<file path="src/hdl/aris_defines.vh">
`ifndef ARIS_DEFINES_VH
`define ARIS_DEFINES_VH

// ----------------------------------------------------------------------
// Register addresses
// ----------------------------------------------------------------------
`define ARIS_ADDR_RX_ERR        7'h18
`define ARIS_ADDR_RX_ERR_MASK   7'h19
`define ARIS_ADDR_CONV_ERR      7'h1a
`define ARIS_ADDR_CONV_ERR_MASK 7'h1b
`define ARIS_ADDR_INT_STATUS    7'h1c

// ----------------------------------------------------------------------
// Receiver error bit positions
// ----------------------------------------------------------------------
`define ARIS_RX_VALIDITY        7
`define ARIS_RX_EMPHASIS        6
`define ARIS_RX_NON_PCM         5
`define ARIS_RX_NON_PCM_PRE     4
`define ARIS_RX_CHECKSUM        3
`define ARIS_RX_INPUT_ABSENT    2
`define ARIS_RX_LINE_CODE       1
`define ARIS_RX_LOCK            0
// Bits that latch until read; the others follow a level.
`define ARIS_RX_STICKY_BITS     8'h0a

// ----------------------------------------------------------------------
// Converter error bit positions
// ----------------------------------------------------------------------
`define ARIS_CV_CLOCK_SHORT     3
`define ARIS_CV_LEFT_CLIP       2
`define ARIS_CV_RIGHT_CLIP      1
`define ARIS_CV_FAST_WARN       0
`define ARIS_CV_MASK_BITS       3'h7
`define ARIS_CV_STICKY_BITS     3'h6

// ----------------------------------------------------------------------
// Interrupt status bit positions
// ----------------------------------------------------------------------
`define ARIS_IS_CONV_ERR        7
`define ARIS_IS_TX_COLLISION    6
`define ARIS_IS_TX_UB_EMPTY     5
`define ARIS_IS_TX_CS_DONE      4
`define ARIS_IS_CH_MISMATCH     3
`define ARIS_IS_RX_USER         2
`define ARIS_IS_RX_CS           1
`define ARIS_IS_RX_ERR          0
// The channel mismatch bit never reaches the interrupt output.
`define ARIS_IS_IRQ_BITS        8'hf7

// ----------------------------------------------------------------------
// Reset values
// ----------------------------------------------------------------------
`define ARIS_RST_BYTE           8'h00
`define ARIS_RST_NIBBLE         4'h0
`define ARIS_RST_TRIPLE         3'h0

`endif

</file>
<file path="src/hdl/aris_irq_status.v">
// Summary of operation
// - Receiver error mask bit 1 lets its flag interrupt; 0 blocks it.
// - Mask 0x19 bits 7..0: validity,emphasis,non-PCM,preamble,crc,absent,line,lock.
// - Converter error bit 3 set when converter clock is too short.
// - Left clip bit 2 latches until converter error register is read.
// - Right clip bit 1 latches until converter error register is read.
// - Fast-mode warning bit 0 follows state; interrupts again only on change.
// - Converter mask 0x1b gates bits 2,1,0; clock-short has no mask and never interrupts.
// - Interrupt status bit 7 set on converter interrupt, held until read.
// - Bit 6 set on host write collision during channel-status copy.
// - Bit 5 set when transmit buffer empties, held until read.
// - Bit 4 set when channel-status block sent, held until read.
// - Bit 3 set on channel A/B mismatch, held, never interrupts.
// - Bit 2 set on new receive user block, held until read.
// - Bit 1 set per block, or on change when config bit is 1.
// - Bit 0 set on receiver interrupt, held until status is read.
// - Line-code error latches until receiver error register is read.
// - Input-absent follows state; interrupts again only on change.
`timescale 1ns/1ps
`include "aris_defines.vh"

module aris_irq_status
(
    // Clock and reset
    input  wire       clk_in,
    input  wire       rstn_in,
    // Register access from the serial port decoder
    input  wire [6:0] reg_addr_in,
    input  wire       reg_wr_in,
    input  wire       reg_rd_in,
    input  wire [7:0] reg_wdata_in,
    output reg  [7:0] reg_rdata_out,
    // Receiver conditions: pulses for latched bits, levels for others
    input  wire [7:0] rx_error_cond_in,
    // Converter conditions
    input  wire       clock_short_in,
    input  wire       left_clip_in,
    input  wire       right_clip_in,
    input  wire       fast_mode_click_warn_in,
    // Transmitter and receiver buffer events (one-cycle pulses), plus the config bit 3 level
    input  wire       tx_cs_write_collision_in,
    input  wire       tx_user_buffer_empty_in,
    input  wire       tx_cs_block_done_in,
    input  wire       rx_cs_channel_mismatch_in,
    input  wire       rx_user_block_new_in,
    input  wire       rx_cs_block_new_in,
    input  wire       rx_cs_changed_in,
    input  wire       rx_buffer_cfg_bit3_in,
    // Interrupt request, active high
    output reg        irq_out
);

    // ------------------------------------------------------------------
    // Register state
    // ------------------------------------------------------------------
    reg  [7:0] receiver_error_mask;
    reg  [7:0] rx_flag;
    reg  [7:0] rx_pend;
    reg  [2:0] converter_error_mask;
    reg  [2:0] cv_flag;
    reg  [2:0] cv_pend;
    reg        clock_short;
    reg  [7:0] interrupt_summary_status;

    wire       rd_rx  = reg_rd_in && (reg_addr_in == `ARIS_ADDR_RX_ERR);
    wire       rd_cv  = reg_rd_in && (reg_addr_in == `ARIS_ADDR_CONV_ERR);
    wire       rd_is  = reg_rd_in && (reg_addr_in == `ARIS_ADDR_INT_STATUS);
    wire [7:0] sticky_rx = `ARIS_RX_STICKY_BITS;
    wire [2:0] sticky_cv = `ARIS_CV_STICKY_BITS;
    wire [2:0] cv_cond = {left_clip_in, right_clip_in,
                          fast_mode_click_warn_in};

    // ------------------------------------------------------------------
    // Mask registers
    // ------------------------------------------------------------------
    always @(posedge clk_in or negedge rstn_in)
    begin
        if (!rstn_in)
        begin
            receiver_error_mask  <= `ARIS_RST_BYTE;
            converter_error_mask <= `ARIS_RST_TRIPLE;
        end
        else if (reg_wr_in)
        begin
            if (reg_addr_in == `ARIS_ADDR_RX_ERR_MASK)
                receiver_error_mask <= reg_wdata_in;
            if (reg_addr_in == `ARIS_ADDR_CONV_ERR_MASK)
                converter_error_mask <= reg_wdata_in[2:0];
        end
    end

    // ------------------------------------------------------------------
    // Receiver and converter error flags
    // ------------------------------------------------------------------
    // Latched bits hold the event until read; a new event in the read
    // cycle wins so it is not lost. Level bits show the live state and
    // are pending only after a change, so a steady state that has been
    // read does not keep the interrupt asserted.
    genvar i;
    generate
        for (i = 0; i < 8; i = i + 1)
        begin : g_rx
            always @(posedge clk_in or negedge rstn_in)
            begin
                if (!rstn_in)
                begin
                    rx_flag[i] <= 1'b0;
                    rx_pend[i] <= 1'b0;
                end
                else if (sticky_rx[i])
                begin
                    rx_flag[i] <= rx_error_cond_in[i] |
                                  (rx_flag[i] & ~rd_rx);
                    rx_pend[i] <= rx_error_cond_in[i] |
                                  (rx_flag[i] & ~rd_rx);
                end
                else
                begin
                    rx_flag[i] <= rx_error_cond_in[i];
                    rx_pend[i] <= (rx_error_cond_in[i] ^ rx_flag[i]) |
                                  (rx_pend[i] & ~rd_rx);
                end
            end
        end
        for (i = 0; i < 3; i = i + 1)
        begin : g_cv
            always @(posedge clk_in or negedge rstn_in)
            begin
                if (!rstn_in)
                begin
                    cv_flag[i] <= 1'b0;
                    cv_pend[i] <= 1'b0;
                end
                else if (sticky_cv[i])
                begin
                    cv_flag[i] <= cv_cond[i] | (cv_flag[i] & ~rd_cv);
                    cv_pend[i] <= cv_cond[i] | (cv_flag[i] & ~rd_cv);
                end
                else
                begin
                    cv_flag[i] <= cv_cond[i];
                    cv_pend[i] <= (cv_cond[i] ^ cv_flag[i]) |
                                  (cv_pend[i] & ~rd_cv);
                end
            end
        end
    endgenerate

    always @(posedge clk_in or negedge rstn_in)
    begin
        if (!rstn_in)
            clock_short <= 1'b0;
        else
            clock_short <= clock_short_in;
    end

    // ------------------------------------------------------------------
    // Interrupt summary status
    // ------------------------------------------------------------------
    // The summaries re-set after a status read while the detail flag is
    // still pending, which is why the host must read the detail too.
    wire rx_irq  = |(rx_pend & receiver_error_mask);
    wire cv_irq  = |(cv_pend & converter_error_mask);
    wire cs_evt  = rx_buffer_cfg_bit3_in ? rx_cs_changed_in
                                         : rx_cs_block_new_in;
    wire [7:0] is_set = {cv_irq,
                         tx_cs_write_collision_in,
                         tx_user_buffer_empty_in,
                         tx_cs_block_done_in,
                         rx_cs_channel_mismatch_in,
                         rx_user_block_new_in,
                         cs_evt,
                         rx_irq};
    wire [7:0] next_status = is_set |
                             (interrupt_summary_status & {8{~rd_is}});
    wire [7:0] irq_bits = `ARIS_IS_IRQ_BITS;

    always @(posedge clk_in or negedge rstn_in)
    begin
        if (!rstn_in)
        begin
            interrupt_summary_status <= `ARIS_RST_BYTE;
            irq_out                  <= 1'b0;
        end
        else
        begin
            interrupt_summary_status <= next_status;
            irq_out <= |(next_status & irq_bits);
        end
    end

    // ------------------------------------------------------------------
    // Read data
    // ------------------------------------------------------------------
    always @(posedge clk_in or negedge rstn_in)
    begin
        if (!rstn_in)
            reg_rdata_out <= `ARIS_RST_BYTE;
        else if (reg_rd_in)
        begin
            case (reg_addr_in)
                `ARIS_ADDR_RX_ERR:        reg_rdata_out <= rx_flag;
                `ARIS_ADDR_RX_ERR_MASK:   reg_rdata_out <= receiver_error_mask;
                `ARIS_ADDR_CONV_ERR:
                    reg_rdata_out <= {`ARIS_RST_NIBBLE, clock_short,
                                      cv_flag};
                `ARIS_ADDR_CONV_ERR_MASK:
                    reg_rdata_out <= {5'h00, converter_error_mask};
                `ARIS_ADDR_INT_STATUS:
                    reg_rdata_out <= interrupt_summary_status;
                default:                  reg_rdata_out <= `ARIS_RST_BYTE;
            endcase
        end
    end

endmodule // aris_irq_status

</file>
<file path="config.mk">
export PLATFORM = sky130hd
export DESIGN_NAME = aris_irq_status
export DESIGN_NICKNAME = d
export VERILOG_FILES = /design/src/hdl/aris_irq_status.v
export VERILOG_INCLUDE_DIRS = /design/src /design/src/hdl
export SDC_FILE = /design/constraint.sdc
export NUM_CORES = 1
export LEC_CHECK = 0
export BUFFER_PORTS_ARGS = -buffer_cell sky130_fd_sc_hd__buf_2
export CAP_MARGIN = 10
export CORE_ASPECT_RATIO = 1.4
export CORE_MARGIN = 10
export CORE_UTILIZATION = 41
export DETAILED_ROUTE_END_ITERATION = 16
export GPL_ROUTABILITY_DRIVEN = 0
export PLACE_DENSITY = 0.66
export SYNTH_ARGS = -nofsm -noshare
export SYNTH_HDL_FRONTEND = slang
export SYNTH_SLANG_ARGS = --single-unit
</file>
<file path="constraint.sdc">
create_clock -name clk_in -period 1.2 [get_ports clk_in]
set_input_delay 0.18 -clock clk_in [delete_from_list [all_inputs] [get_ports clk_in]]
set_output_delay 0.18 -clock clk_in [all_outputs]
set_load 0.02 [all_outputs]
</file>
==> results of run 1 <==
synth_stat cells, types with 3 or more instances:
cell	number
a21o_1	17
a22oi_1	7
a2bb2oi_1	3
buf_4	5
dfrtp_1	47
inv_1	8
mux2_2	19
mux2i_1	4
nand4_1	4
nor4bb_1	4
o221ai_1	3
o22ai_1	5
xor2_1	7
per-layer routing:
layer / GRT usage (%) / vias up / part of all wire (%)
met5: 0 / - / 0
met4: 4.591 / 0 / 1.6
met3: 3.997 / 7 / 5.0
met2: 21.40 / 30 / 54
met1: 13.74 / 786 / 39
li1: - / 759 / -
through the flow:
stage / total power, mW / setup slack [ns] / std cells / hold WS [ns] / util [%]
4_1_cts: 3.459 / -0.1744 / 298 / 0.0003346 / 53.69
2_1_floorplan: 1.888 / -0.02353 / 162 / -0.1156 / -
6_report: 3.461 / -0.1448 / 306 / 0.01043 / 55.82
3_5_place_dp: 2.104 / -0.2453 / 288 / 0.1824 / 50.49
3_3_place_gp: 2.096 / -0.2073 / 288 / 0.1772 / 50.49
5_1_grt: 3.617 / -0.2116 / 306 / 0.003177 / 55.82
power breakdown:
group	switching [mW]	leakage (nW)	internal, mW
Clock	0.515	0.0654	0.832
Sequential	0.0396	0.530	1.63
Combinational	0.202	0.703	0.239
worst paths after layout:
path | slack, ns | endpoint | startpoint
max in group asynchronous | 0.59 | reg_rdata_out[5] | rstn_in
max | -0.14 | irq_out | converter_error_mask[1]
min in group asynchronous | 0.39 | cv_flag[0] | rstn_in
min | 0.01 | rx_flag[0] | rx_error_cond_in[0]
max reg2reg | -0.14 | irq_out | converter_error_mask[1]
min reg2reg | 0.48 | rx_pend[7] | rx_pend[7]
flip-flops by register name, summed over array words and instances (netlist names):
| register | cells |
|---|---|
| interrupt_summary_status | 8 |
| receiver_error_mask | 8 |
| reg_rdata_out | 8 |
| rx_pend | 8 |
| rx_flag | 6 |
| converter_error_mask | 3 |
| cv_flag | 3 |
| clock_short | 1 |
| cv_pend | 1 |
| irq_out | 1 |
cell families after synthesis:
family / share of synthesized area [%]
DFF: 54.62
AOI/OAI and AO/OA: 15.11
and+or+nand+nor: 11.62
muxes: 11.80
buffers and inverters: 4.010
xor gates and xnor gates: 2.847
area by class of cell:
| class | count | area, um2 |
|---|---|---|
| Fill cell | 461 | 2262 |
| Sequential cell | 47 | 1176 |
| Multi-Input combinational cell | 99 | 932.1 |
| Clock buffer | 6 | 72.57 |
| Clock inverter | 2 | 60.06 |
| Tap cell | 66 | 82.58 |
| Inverter | 8 | 30.03 |
| Timing Repair Buffer | 78 | 504.2 |
repair_timing:
action,4_1_cts,5_1_grt
buffers inserted,0,2
endpoints found under the setup margin,3,4
hold buffers,2,6
gates resized for setup,2,6
pin swaps,2,3
endpoints found under the hold margin,48,6
==> impl_metrics.ini, run 1 <==
[run_status]
outcome = finished with violations
violations = setup timing

[critical_path]
worst-path-buf-inv = 1
worstRegToRegCells = 4
crit_chain = a222oi_1, buf_4, nand3_2, a211o_1
cp_max_fo = 2
worst-path-stages = 4
cpMaxStageDelayCell = dfrtp_1
worstPathArrival_ns = 1.53
cp-start-kind = flop
crit_family = compound AO/OA/AOI/OAI gates
cp.required_ns = 1.39
criticalPathCategory = flop to flop
critical_path.max_stage_delay_ns = 0.38
endpoint_kind = flop

[cts]
clk_latency_ns = 0.30
cts_tree = built
clkTransAtPathRegs_ns = 0.09
cts_max_level = 2
clockBufferDepth = 2
cts_root_buf = clkbuf_8
cts_sinks = 47
cts_made_buffers = 5

[global_route]
grt_overflow = 0
grt_start_max_net_pins = 48
grt_usage_pct = 12.44
grt_pass1_vias = 1708
grt_antenna_before_repair = 0
grt_pass1_wl_mm = 8.314

[detailed_routing]
ant_nets = 0
firstDrtPassIters = 4
wl_mm = 5.137
drc_errors = 0
wl_per_cell_um = 16.79
vias = 1582
drtIter0Drc = 65
viasPerCell = 5.170

[layout]
diodes = 0
syn2layout_area_growth_pct = 32.71
final_layout_size_suffix_gt1_share_pct = 45.42
final_cell_mix = 47 x dfrtp_1, 47 x buf_2, 21 x buf_4, 17 x a21o_1, 17 x mux2_2
final_nets = 278
finish.instance_area_um2 = 2858

[hold_path]
hold_path_depth = 1
hold_class = primary input to flop

[sta]
skew_ns = 0.005491
final.setup.worst_slack_ns = -0.1448
tightest_slew_ns = 0.5038
fin_crit_ns = 1.345
hold_viol_final = 0
grt_setup_unrepaired = yes
maxSlewViolCount = 0
post-route-period-util_pct = 112.1
fmax_mhz = 743.6
tns_ns = -0.1955
relSlewSlack_pct = 65.96
setup_viol = 2

[synth]
yosys-top-cells-area = dfrtp_1 55%, mux2_2 9.9%, a21o_1 5.9%
ys_seq_area_share_pct = 54.62
synth_cells = 162
ys_warn_count = 0
avgSynthCellArea_um2 = 13.29
yosys.area.top_type = dfrtp_1
syn_nets = 201
synth_top_area_share_pct = 54.62
ys_types = 36
synth_edf_count = 0
netlist_area_um2 = 2153
synthFlopType = dfrtp_1
yosys_register_bits = 47
async_reset_ff_share_pct = 100.0

[floorplanning]
io_pins = 48
start_util_pct = 42.06
die_w_um = 81.25
dieArea_um2 = 8592
die_h_um = 105.7
coreArea_um2 = 5120
rows = 31

[placement]
portBuffers = 47
dp_hpwl_mm = 4.046
place_area_um2 = 2585

[flow_run]
drv_cap = 0

[pwr]
p_per_area_nw_per_um2 = 1211
p_leak_nw = 1.298
vdd_drop_max_mv = 0.6600
(Power assumes the default switching activity.)
==> run 2: changes to the inputs <==
--- a/config.mk
+++ b/config.mk
@@ -14,6 +14,7 @@
 export DETAILED_ROUTE_END_ITERATION = 16
 export GPL_ROUTABILITY_DRIVEN = 0
 export PLACE_DENSITY = 0.66
+export SKIP_CTS_REPAIR_TIMING = 1
 export SYNTH_ARGS = -nofsm -noshare
 export SYNTH_HDL_FRONTEND = slang
 export SYNTH_SLANG_ARGS = --single-unit
==> impl_metrics.ini, run 2 (same netlist as run 1, synthesis figures left out) <==
[global_route]
grt_antenna_before_repair = 0
grt_pass1_vias = 1698
grt_start_max_net_pins = 48
grt_overflow = 0
grt_usage_pct = 12.42
grt_pass1_wl_mm = 8.300

[critical_path]
crit_chain = a222oi_1, buf_4, nand3_2, a211o_1
endpoint_kind = flop
crit_family = compound AO/OA/AOI/OAI gates
cp-start-kind = flop
cpMaxStageDelayCell = dfrtp_1
critical_path.max_stage_delay_ns = 0.39
cp_max_fo = 2
worstPathArrival_ns = 1.54
criticalPathCategory = flop to flop
cp.required_ns = 1.39
worst-path-buf-inv = 1

[cts]
clkTransAtPathRegs_ns = 0.09
cts_root_buf = clkbuf_8
cts_sinks = 47
cts_made_buffers = 5
clockBufferDepth = 2
clk_latency_ns = 0.30
cts_tree = built
cts_max_level = 2

[floorplanning]
io_pins = 48
rows = 31
die_w_um = 81.25
start_util_pct = 42.06
dieArea_um2 = 8592
coreArea_um2 = 5120
die_h_um = 105.7

[detailed_routing]
wl_per_cell_um = 16.77
wl_mm = 5.114
drc_errors = 0
ant_nets = 0
drtIter0Drc = 63
firstDrtPassIters = 4
viasPerCell = 5.134
vias = 1566

[sta]
grt_setup_unrepaired = yes
skew_ns = 0.006160
tightest_slew_ns = 0.5055
relSlewSlack_pct = 65.84
tns_ns = -0.2184
final.setup.worst_slack_ns = -0.1567
fin_crit_ns = 1.357
setup_viol = 2
post-route-period-util_pct = 113.1
fmax_mhz = 737.1
hold_viol_final = 0
maxSlewViolCount = 0

[pwr]
vdd_drop_max_mv = 0.6574
p_leak_nw = 1.289
p_per_area_nw_per_um2 = 1217

[layout]
instances_no_fill = 305
seqCellArea_um2 = 1176
num-fill-cells = 471
final_cell_mix = 47 x dfrtp_1, 47 x buf_2, 21 x buf_4, 18 x mux2_2, 17 x a21o_1
final_layout_size_suffix_gt1_share_pct = 44.77
diodes = 0
final_nets = 277
syn2layout_area_growth_pct = 31.73
multi_input_comb_area_um2 = 922.1

[hold_path]
hold_class = primary input to flop

[placement]
preCtsSetupSlack_ns = -0.2453
dp_hpwl_mm = 4.046
portBuffers = 47
dp_cells = 288

[flow_run]
drv_cap = 0

[run_status]
outcome = finished with violations
violations = setup timing
-- run 2: changes by cell type in the layout (fill, tap and decap cells not counted), sizes merged --
cell | previous run | this run
buf | 70 | 69
-- run 2: routing by layer --
metal	GRT usage (%)	routed length, um	vias to the layer above
met2	21.46	2769	30
met5	0	0	-
met1	13.64	2009	774
met4	4.591	70	0
li1	-	-	756
met3	3.997	264	6
-- run 2: final timing paths --
kind	start	end	slack, ns	depth (start not counted)
max	cv_flag[1]	irq_out	-0.16	4
min	rx_error_cond_in[0]	rx_flag[0]	0.01	1
min reg2reg	rx_pend[7]	rx_pend[7]	0.48	1
max reg2reg	cv_flag[1]	irq_out	-0.16	4
max in group asynchronous	rstn_in	reg_rdata_out[3]	0.59	3
min in group asynchronous	rstn_in	cv_flag[0]	0.39	3
-- run 2: area by class of cell --
cell class                 instances  share of cell area (%)
sequential                        47                   41.46
multi-input combinational         99                   32.51
timing repair buffer              77                   17.38
tap                               66                   2.911
clock buffer                       6                   2.558
clock inverter                     2                   2.117
inverter                           8                   1.059
-- run 2: worst reg2reg max path, stage by stage, from the launching register on --
cell and delay, ns:
dfrtp_1 0.39, a222oi_1 0.38, buf_4 0.19, nand3_2 0.06, a211o_1 0.23
-- run 2: through the flow --
stage / total power, mW / instance area (um2) / hold slack [ns] / util (%)
floorplan: 1.888 / 2153 / -0.1156 / -
finish: 3.453 / 2836 / 0.009708 / 55.40
CTS: 3.450 / 2718 / -0.1459 / 53.08
global placement: 2.096 / 2585 / 0.1772 / 50.49
detailed placement: 2.104 / 2585 / 0.1824 / 50.49
global route: 3.606 / 2836 / 0.003177 / 55.40
-- run 2: power by group --
part / internal, mW / switching [mW] / total [mW]
combinational: 0.232 / 0.198 / 0.431
sequential: 1.63 / 0.0395 / 1.67
clock: 0.832 / 0.517 / 1.35
==> run 3: changes to the inputs <==
--- a/config.mk
+++ b/config.mk
@@ -13,7 +13,6 @@
 export CORE_UTILIZATION = 41
 export DETAILED_ROUTE_END_ITERATION = 16
 export GPL_ROUTABILITY_DRIVEN = 0
-export PLACE_DENSITY = 0.66
 export SKIP_CTS_REPAIR_TIMING = 1
 export SYNTH_ARGS = -nofsm -noshare
 export SYNTH_HDL_FRONTEND = slang
==> constraint.sdc (replaced) <==
create_clock -name clk_in -period 1.3 [get_ports clk_in]
set_input_delay 0.195 -clock clk_in [delete_from_list [all_inputs] [get_ports clk_in]]
set_output_delay 0.195 -clock clk_in [all_outputs]
set_load 0.02 [all_outputs]
==> impl_metrics.ini, run 3 (same netlist as run 1, synthesis figures left out) <==
[pwr]
clkPwrFrac_pct = 30.4
p_int_mw = 2.072
vdd_drop_max_mv = 0.7021
p_per_area_nw_per_um2 = 1020
p_comb_share_pct = 13.0
power_mw = 2.732
switching_share_pct = 24.15
p_seq_share_pct = 56.5
p_leak_nw = 1.219
p_sw_mw = 0.6596

[sta]
grt_setup_unrepaired = yes
relSlewSlack_pct = 71.44
hold_viol_final = 0
fin_crit_ns = 1.332
fmax_mhz = 750.9
skew_ns = 0.007076
post-route-period-util_pct = 102.4
maxSlewViolCount = 0
tns_ns = -0.03172
setup_viol = 1
tightest_slew_ns = 0.4284
final.setup.worst_slack_ns = -0.03172

[cts]
clkTransAtPathRegs_ns = 0.08
cts_root_buf = clkbuf_8
cts_sinks = 47
cts_made_buffers = 5
clockBufferDepth = 2
clk_latency_ns = 0.29
cts_max_level = 2
cts_tree = built

[critical_path]
rr_startpoint = converter_error_mask[1]
critical_path.max_stage_delay_ns = 0.46
r2r_end = irq_out
criticalPathCategory = flop to flop
worstRegToRegCells = 3
worstPathArrival_ns = 1.51
crit_chain = a222oi_1, nand3_1, a211o_1
cp_max_fo = 2
cp.required_ns = 1.48
cpMaxStageDelayCell = a222oi_1
rrSetupSlack_ns = -0.03
endpoint_kind = flop
cp-start-kind = flop

[hold_path]
hold_start = rx_error_cond_in[6]
hold_class = primary input to flop
holdPathEnd = rx_flag[6]
hold_path_depth = 1

[placement]
dp_hpwl_mm = 4.142
portBuffers = 47
dp_cells = 285

[floorplanning]
start_util_pct = 42.06
coreArea_um2 = 5120
rows = 31
die_h_um = 105.7
die_w_um = 81.25
dieArea_um2 = 8592
io_pins = 48

[detailed_routing]
wl_mm = 5.200
ant_nets = 0
drtIter0Drc = 51
wl_per_cell_um = 17.57
firstDrtPassIters = 4
viasPerCell = 5.226
vias = 1547
drc_errors = 0

[layout]
syn2layout_area_growth_pct = 24.35
diodes = 0
final_nets = 268
final_cell_mix = 47 x dfrtp_1, 47 x buf_2, 19 x mux2_2, 18 x buf_4, 17 x a21o_1
final_layout_size_suffix_gt1_share_pct = 43.91
postLayoutCoreUtil_pct = 52.30
instances_no_fill = 296

[global_route]
grt_start_max_net_pins = 48
grt_overflow = 0
grt_usage_pct = 12.91
grt_pass1_wl_mm = 8.645
grt_antenna_before_repair = 0
grt_pass1_vias = 1730

[run_status]
outcome = finished with violations
violations = setup timing

[flow_run]
drv_cap = 0
==> run 3: worst max path at each step <==
stage / cells after the start / from / to / slack, ns
final: 3 / converter_error_mask[1] / irq_out / -0.03
after global routing: 3 / converter_error_mask[1] / irq_out / -0.09
after CTS: 3 / cv_flag[1] / irq_out / -0.06
after detailed placement: 5 / reg_addr_in[6] / rx_pend[1] / -0.11
after global placement: 5 / reg_addr_in[6] / rx_pend[0] / -0.1
after floorplan: 4 / reg_addr_in[6] / converter_error_mask[0] / 0.05
==> run 3: area by class of cell <==
cell class                      count  area (um2)
Fill cell                         506        2442
Sequential cell                    47        1176
Multi-Input combinational cell     99       897.1
Timing Repair Buffer               68       410.4
Tap cell                           66       82.58
Clock buffer                        7       76.32
Inverter                            8       30.03
Clock inverter                      1       5.005
==> run 3: critical path, delay by kind of cell, from the launching register on <==
family	cells	cell delay, ns
AOI/OAI and AO/OA	2	0.71
DFF	1	0.39
and+or+nand+nor	1	0.12
==> run 3: power by group through the flow <==
stage | sequential (mW) | clock (mW) | combinational, mW
floorplan | 1.56 | 0 | 0.179
global placement | 1.57 | 0 | 0.343
detailed placement | 1.57 | 0 | 0.351
CTS | 1.54 | 0.852 | 0.353
global route | 1.55 | 0.916 | 0.396
finish | 1.54 | 0.832 | 0.356
==> run 3: routing by layer <==
layer | part of all wire, % | vias up | global-route usage [%] | wire length, um
met5 | 0 | - | 0 | 0
met4 | 1.6 | 0 | 4.342 | 81
met3 | 5.6 | 9 | 4.167 | 293
met2 | 55 | 35 | 23.29 | 2834
met1 | 38 | 762 | 13.46 | 1991
li1 | - | 741 | - | -
==> run 3: through the flow <==
step / setup WS [ns] / instance area (um2) / hold WS (ns)
after floorplan: 0.04622 / 2153 / -0.1006
after global placement: -0.09904 / 2562 / 0.1918
after detailed placement: -0.1145 / 2562 / 0.1986
after CTS: -0.06496 / 2644 / -0.1164
after global routing: -0.09281 / 2678 / 0.005965
final: -0.03172 / 2678 / 0.02842
